==> config.mk <==
export PLATFORM = sky130hd
export DESIGN_NAME = ppsm_strap_mux
export DESIGN_NICKNAME = d
export VERILOG_FILES = /design/src/ppsm_pkg.sv /design/src/ppsm_strap_mux.sv /design/src/ppsm_bus_holder.sv
export SDC_FILE = /design/constraint.sdc
export NUM_CORES = 1
export LEC_CHECK = 0
export BUFFER_PORTS_ARGS = -buffer_cell sky130_fd_sc_hd__buf_2
export CORE_ASPECT_RATIO = 0.6
export CORE_MARGIN = 5
export CORE_UTILIZATION = 40
export CTS_CLUSTER_SIZE = 20
export DETAILED_ROUTE_END_ITERATION = 7
export PLACE_DENSITY = 0.7
export SLEW_MARGIN = 20
export SYNTH_ARGS = -nofsm -noshare
export SYNTH_HDL_FRONTEND = slang
export SYNTH_SLANG_ARGS = --single-unit
export TNS_END_PERCENT = 20
==> constraint.sdc <==
create_clock -name clk -period 5.84 [get_ports clk]
set_clock_uncertainty 0.05 [all_clocks]
set_input_delay 1.168 -clock clk [delete_from_list [all_inputs] [get_ports clk]]
set_output_delay 1.168 -clock clk [all_outputs]
set_load 0.005 [all_outputs]
==> src/ppsm_pkg.sv <==
// Constants and types for the parallel port strap multiplexer
package ppsm_pkg;
    localparam int DATA_W = 32;
    localparam int HALF_W = 16;
    localparam int ADDR_W = 16;
    localparam logic MODE_HOST = 1'h0;
    localparam logic MODE_EMEM = 1'h1;
    localparam logic OE_ON = 1'h0;
    localparam logic OE_OFF = 1'h1;
    localparam logic CTRL_IDLE = 1'h1;
    localparam logic HOLD_RESET = 1'h1;
    localparam logic MODE_RESET = 1'h0;

    typedef enum logic [2:0] {
        PH_RESET = 3'h1,
        PH_SETTLE = 3'h2,
        PH_RUN = 3'h4
    } ppsm_phase_type;
endpackage : ppsm_pkg

==> src/ppsm_strap_mux.sv <==
// Reset-strapped pin multiplexer for parallel port data and control pin zero
// Behaviour
// - Strap level at the first clock edge after reset release selects function of lower sixteen data pins.
// - Strap low: lower data pins carry the host port data bus.
// - Strap high: lower data pins carry external memory data bus low half.
// - Data pin function fixed when reset is released.
// - Strap low: upper data pins are parallel GPIO bits 4 to 19.
// - Strap high: upper data pins are external memory data high half.
// - Upper GPIO lines are inputs after reset.
// - All external memory data lines are inputs after reset.
// - Host port data lines are inputs after reset.
// - Strap low: host port runs non-multiplexed.
// - Non-multiplexed host port has separate 16-bit address and data buses.
// - Each host cycle carries one full 16-bit data word.
// - Bus holders keep floating lines at last driven level.
// - Holders on at reset, then switched by bus control setting.
// - Control pin zero is GPIO bit 20 or memory read strobe.
// - Control pin zero function fixed when reset is released.
// - Control pin zero as GPIO bit 20 is input after reset.
// - Memory strobe on control pin zero floats in reset, then drives 1.
// - Strap low: address pins form the 16-bit host port address bus.
`timescale 1ns/100ps
module ppsm_strap_mux (
    input wire logic clk,
    input wire logic rst_n,
    input wire logic mode_strap_pin,
    input wire logic holder_enable_set,
    input wire logic [ppsm_pkg::DATA_W-1:0] data_pin_in,
    output logic [ppsm_pkg::DATA_W-1:0] data_pin_out,
    output logic [ppsm_pkg::DATA_W-1:0] data_pin_oe_n,
    output logic [ppsm_pkg::DATA_W-1:0] data_keep_val,
    output logic [ppsm_pkg::DATA_W-1:0] data_keep_on,
    input wire logic ctrl_pin_in,
    output logic ctrl_pin_out,
    output logic ctrl_pin_oe_n,
    input wire logic [ppsm_pkg::ADDR_W-1:0] addr_pin_in,
    input wire logic [ppsm_pkg::HALF_W-1:0] host_port_data_wr,
    input wire logic host_port_data_drive,
    output logic [ppsm_pkg::HALF_W-1:0] host_port_data,
    output logic [ppsm_pkg::ADDR_W-1:0] host_port_address,
    input wire logic [ppsm_pkg::DATA_W-1:0] ext_mem_data_wr,
    input wire logic ext_mem_data_drive,
    output logic [ppsm_pkg::HALF_W-1:0] ext_mem_data_low,
    output logic [ppsm_pkg::HALF_W-1:0] ext_mem_data_high,
    input wire logic ext_mem_read_strobe_ctrl,
    input wire logic [ppsm_pkg::HALF_W-1:0] parallel_gpio_upper_wr,
    input wire logic [ppsm_pkg::HALF_W-1:0] parallel_gpio_upper_dir,
    output logic [ppsm_pkg::HALF_W-1:0] parallel_gpio_upper,
    input wire logic parallel_gpio_bit_twenty_wr,
    input wire logic parallel_gpio_bit_twenty_dir,
    output logic parallel_gpio_bit_twenty,
    output logic ext_mem_mode,
    output logic host_nonmux_mode,
    output logic port_active
);
    import ppsm_pkg::*;

    typedef struct packed {
        ppsm_phase_type phase;
        logic mode;
        logic holder_en;
        logic [DATA_W-1:0] dout;
        logic [DATA_W-1:0] doe_n;
        logic cout;
        logic coe_n;
        logic [HALF_W-1:0] hp_data;
        logic [ADDR_W-1:0] hp_addr;
        logic [DATA_W-1:0] em_data;
        logic [HALF_W-1:0] gpio_up;
        logic gpio20;
    } ppsm_state_type;

    localparam ppsm_state_type ST_RESET = '{
        phase: PH_RESET,
        mode: MODE_RESET,
        holder_en: HOLD_RESET,
        dout: '0,
        doe_n: '1,
        cout: CTRL_IDLE,
        coe_n: OE_OFF,
        hp_data: '0,
        hp_addr: '0,
        em_data: '0,
        gpio_up: '0,
        gpio20: 1'h0
    };

    ppsm_state_type st_ff;
    ppsm_state_type nxt_st;
    logic run;

    assign run = (st_ff.phase == PH_RUN);

    always_comb begin
        nxt_st = st_ff;
        // Strap sampled once, on the first edge after reset release
        case (st_ff.phase)
            PH_RESET: begin
                nxt_st.mode = mode_strap_pin;
                nxt_st.phase = PH_SETTLE;
            end
            PH_SETTLE: begin
                nxt_st.phase = PH_RUN;
            end
            PH_RUN: begin
                nxt_st.phase = PH_RUN;
            end
            default: begin
                nxt_st.phase = PH_RESET;
            end
        endcase

        // Holder setting follows the bus control bit once running
        if (run) begin
            nxt_st.holder_en = holder_enable_set;
        end

        // Pin drivers: all float until running
        nxt_st.doe_n = '1;
        nxt_st.coe_n = OE_OFF;
        nxt_st.cout = CTRL_IDLE;
        if (st_ff.phase == PH_SETTLE && st_ff.mode == MODE_EMEM) begin
            // Strobe leaves the settle phase driven at its idle level
            nxt_st.coe_n = OE_ON;
            nxt_st.cout = CTRL_IDLE;
        end
        if (run) begin
            if (st_ff.mode == MODE_EMEM) begin
                nxt_st.dout = ext_mem_data_wr;
                nxt_st.doe_n = {DATA_W{~ext_mem_data_drive}};
                nxt_st.cout = ext_mem_read_strobe_ctrl;
                nxt_st.coe_n = OE_ON;
            end else begin
                nxt_st.dout = {parallel_gpio_upper_wr, host_port_data_wr};
                nxt_st.doe_n = {~parallel_gpio_upper_dir,
                    {HALF_W{~host_port_data_drive}}};
                nxt_st.cout = parallel_gpio_bit_twenty_wr;
                nxt_st.coe_n = ~parallel_gpio_bit_twenty_dir;
            end
        end

        // Inbound capture of the selected function only
        nxt_st.hp_data = '0;
        nxt_st.hp_addr = '0;
        nxt_st.em_data = '0;
        nxt_st.gpio_up = '0;
        nxt_st.gpio20 = 1'h0;
        if (run) begin
            if (st_ff.mode == MODE_EMEM) begin
                nxt_st.em_data = data_pin_in;
            end else begin
                nxt_st.hp_data = data_pin_in[HALF_W-1:0];
                nxt_st.hp_addr = addr_pin_in;
                nxt_st.gpio_up = data_pin_in[DATA_W-1:HALF_W];
                nxt_st.gpio20 = ctrl_pin_in;
            end
        end
    end

    always_ff @(posedge clk or negedge rst_n) begin
        if (!rst_n) begin
            st_ff <= ST_RESET;
        end else begin
            st_ff <= nxt_st;
        end
    end

    assign data_pin_out = st_ff.dout;
    assign data_pin_oe_n = st_ff.doe_n;
    assign ctrl_pin_out = st_ff.cout;
    assign ctrl_pin_oe_n = st_ff.coe_n;
    assign host_port_data = st_ff.hp_data;
    assign host_port_address = st_ff.hp_addr;
    assign ext_mem_data_low = st_ff.em_data[HALF_W-1:0];
    assign ext_mem_data_high = st_ff.em_data[DATA_W-1:HALF_W];
    assign parallel_gpio_upper = st_ff.gpio_up;
    assign parallel_gpio_bit_twenty = st_ff.gpio20;
    assign ext_mem_mode = st_ff.mode;
    assign host_nonmux_mode = (st_ff.mode == MODE_HOST);
    assign port_active = run;

    // Keepers on both halves of the data bus
    ppsm_bus_holder #(.W(HALF_W)) u_hold_low (
        .clk(clk),
        .rst_n(rst_n),
        .enable(st_ff.holder_en),
        .pin_out(st_ff.dout[HALF_W-1:0]),
        .pin_oe_n(st_ff.doe_n[HALF_W-1:0]),
        .pin_in(data_pin_in[HALF_W-1:0]),
        .keep_val(data_keep_val[HALF_W-1:0]),
        .keep_on(data_keep_on[HALF_W-1:0])
    );

    ppsm_bus_holder #(.W(HALF_W)) u_hold_high (
        .clk(clk),
        .rst_n(rst_n),
        .enable(st_ff.holder_en),
        .pin_out(st_ff.dout[DATA_W-1:HALF_W]),
        .pin_oe_n(st_ff.doe_n[DATA_W-1:HALF_W]),
        .pin_in(data_pin_in[DATA_W-1:HALF_W]),
        .keep_val(data_keep_val[DATA_W-1:HALF_W]),
        .keep_on(data_keep_on[DATA_W-1:HALF_W])
    );
endmodule : ppsm_strap_mux

==> src/ppsm_bus_holder.sv <==
// Bus keeper for a group of tri-state data lines
`timescale 1ns/100ps
module ppsm_bus_holder #(
    parameter int W = 16
) (
    input wire logic clk,
    input wire logic rst_n,
    input wire logic enable,
    input wire logic [W-1:0] pin_out,
    input wire logic [W-1:0] pin_oe_n,
    input wire logic [W-1:0] pin_in,
    output logic [W-1:0] keep_val,
    output logic [W-1:0] keep_on
);
    import ppsm_pkg::*;

    typedef struct packed {
        logic [W-1:0] last;
    } ppsm_hold_type;

    ppsm_hold_type st_ff;
    ppsm_hold_type nxt_st;

    always_comb begin
        nxt_st = st_ff;
        // Track level last put on each line, by us or by the far side
        for (int i = 0; i < W; i++) begin
            if (pin_oe_n[i] == OE_ON) begin
                nxt_st.last[i] = pin_out[i];
            end else begin
                nxt_st.last[i] = pin_in[i];
            end
        end
    end

    always_ff @(posedge clk or negedge rst_n) begin
        if (!rst_n) begin
            st_ff <= '0;
        end else begin
            st_ff <= nxt_st;
        end
    end

    assign keep_val = st_ff.last;
    // Keeper acts only on lines we do not drive
    assign keep_on = {W{enable}} & pin_oe_n;
endmodule : ppsm_bus_holder

==> impl_metrics.json <==
{
  "syn_area_per_cell_sq_um": 12.7,
  "boundaryPins": 352,
  "ys_top_cells_by_area": "dfrtp_1, buf_4, mux2_2",
  "crit_type": "reg -> out",
  "coreArea_sq_um": 18900,
  "p_leak_nw": 4.69,
  "antenna_found_initial": 2,
  "vias_per_cell": 4.49,
  "grt.total_usage": 0.164,
  "min_from": "data_pin_out[29]",
  "syn_area_sq_um": 7620,
  "tightest_slew_ps": 945,
  "grt_max_degree": 93,
  "r2r-start": "ext_mem_mode",
  "drtPass1Iterations": 4,
  "drive_gt1_frac": 0.633,
  "rows": 39,
  "drtIter0Drc": 154,
  "hpwl_um": 13400,
  "yosysTopAreaCellShare": 0.486,
  "fmax_ghz": 0.314,
  "status": "complete, no violations",
  "setup_viol": 0,
  "end_kind": "output pin",
  "die_w_um": 188,
  "hold_end": "data_pin_out[29]",
  "crit_fanout": 62,
  "setup_slack_ps": 2650,
  "synth_top_flop_cell": "dfrtp_1",
  "cts_buffer_depth": 2,
  "syn_nets": 737,
  "synth_cells": 599,
  "gp_congestion": 0.790,
  "multi_input_area_sq_um": 2010,
  "cp_top_family": "flip-flops",
  "synth_edf_count": 0,
  "slew_violations": 0,
  "regToRegEndpoint": "host_port_address[3]",
  "period_share": 0.546,
  "die_h_um": 117,
  "numCtsBuffers": 17,
  "clk_pin_slew_worst_paths_ps": 60,
  "htreeDepth": 4,
  "cts_hold_buf": 0,
  "synth_seq_cells": 169,
  "die_area_sq_um": 22000,
  "synth_async_sr_flop_share": 1.00,
  "wl_per_cell_um": 17.7,
  "synth-seq-area-share": 0.558,
  "tritoncts": "built",
  "fin_nets": 925,
  "vias": 4692,
  "drv_cap": 0,
  "ant_nets": 0,
  "synth_warnings": 0,
  "area_growth_pct": 18.2,
  "post-cts-setup-buffers": 0,
  "register_area_sq_um": 4260,
  "arrival_ps": 1970,
  "grt_pass1_wl_um": 27500,
  "synth_top_cell_by_area": "dfrtp_1",
  "hold_viol": 0,
  "whs_ps": 476,
  "start_kind": "flip-flop",
  "clock-sinks": 169,
  "hp-class": "reg -> reg",
  "min_period_ps": 3190,
  "synth_cell_types": 22,
  "grt_setup_unrepaired": "no",
  "cts_root_buf": "clkbuf_16",
  "r2r_setup_slack_ps": 3600,
  "yosys-top-cells-count": "buf_4, dfrtp_1, mux2_2, and2_1, and3_1",
  "max_stage_delay_ps": 900,
  "setup_tns_ps": 0,
  "cp_cell_sequence": "buf_4 -> inv_1 -> buf_2",
  "n_antenna_cell": 0,
  "portBuffers": 351,
  "relSlewSlack": 0.370,
  "synth.most_common_cell": "buf_4",
  "post_cts_resized": 0,
  "slowest_stage": "dfrtp_4",
  "required_ps": 4620,
  "powerDensity_nw_per_um2": 309,
  "grt_pass1_vias": 4863,
  "start_util": 0.404,
  "insertion_delay_ps": 420,
  "irDropWorstVdd_uv": 165,
  "reg2reg_depth": 3,
  "fill_cells": 1759,
  "wirelength_um": 18500,
  "min_path_cells": 1,
  "crit_buf_inv": 3,
  "overflow": 0,
  "dp_slack_ps": 3060,
  "drcViolationCount": 0
}
[cell usage in the layout (no fill, tap or decap), drive strengths merged, types with 4 or more instances in the layout]
cell type,n
o21ai,17
nor2b,17
and3,32
clkbuf,23
buf,357
and2,68
dfstp,21
dfrtp,148
mux2,98
bufinv,4
[cell type report]
class / instances / share of cell area
clock buffer: 23 / 0.0519
clock inverter: 7 / 0.0158
inverter: 2 / 0.000833
multi-input combinational: 240 / 0.223
sequential: 169 / 0.472
tap: 246 / 0.0341
timing repair buffer: 357 / 0.202
[where the power goes]
part / switching, W / internal (W)
clock: 0.000436 / 0.000736
combinational: 0.000139 / 0.000174
sequential: 0.0000454 / 0.00126
[routing by layer]
layer / GRT usage / wire (um)
met4: 0.0577 / 256
met2: 0.264 / 8930
met5: 0 / 21
met3: 0.0699 / 1740
met1: 0.201 / 7500
[how the worst max path moves through the flow]
stage / start / end / cells past startpoint
floorplan: data_pin_oe_n[15] / data_keep_on[10] / 4
global route: ext_mem_mode / host_nonmux_mode / 3
detailed placement: ext_mem_mode / host_nonmux_mode / 3
CTS: ext_mem_mode / host_nonmux_mode / 3
finish: ext_mem_mode / host_nonmux_mode / 3
global placement: ext_mem_mode / host_nonmux_mode / 3
[state kept, by name (all words and copies together), names as in the netlist]
signal / count
data_pin_out: 32
data_pin_oe_n: 17
ext_mem_data_high: 16
ext_mem_data_low: 16
host_port_address: 16
host_port_data: 16
parallel_gpio_upper: 16
u_hold_high.keep_val: 16
u_hold_low.keep_val: 16
st_ff: 4
ctrl_pin_oe_n: 1
ctrl_pin_out: 1
ext_mem_mode: 1
parallel_gpio_bit_twenty: 1
[logic make-up (layout without fill, tap and decap cells)]
logic type / Yosys count / in the layout / share of synthesized area
mux: 99 / 99 / 0.146
buf+inv: 190 / 389 / 0.180
flops: 169 / 169 / 0.558
simple gates: 121 / 121 / 0.102
xor+xnor: 1 / 1 / 0.00115
compound gates: 19 / 19 / 0.0130
[through the flow]
step | cell area [sq um] | power [W] | util | std cells
2_1_floorplan | 7620 | 0.00153 | - | 599
3_3_place_gp | 8390 | 0.00164 | 0.445 | 1013
3_5_place_dp | 8390 | 0.00164 | 0.445 | 1013
4_1_cts | 9000 | 0.00283 | 0.477 | 1043
5_1_grt | 9020 | 0.00292 | 0.477 | 1044
6_report | 9020 | 0.00279 | 0.477 | 1044
(Power assumes the default switching activity.)
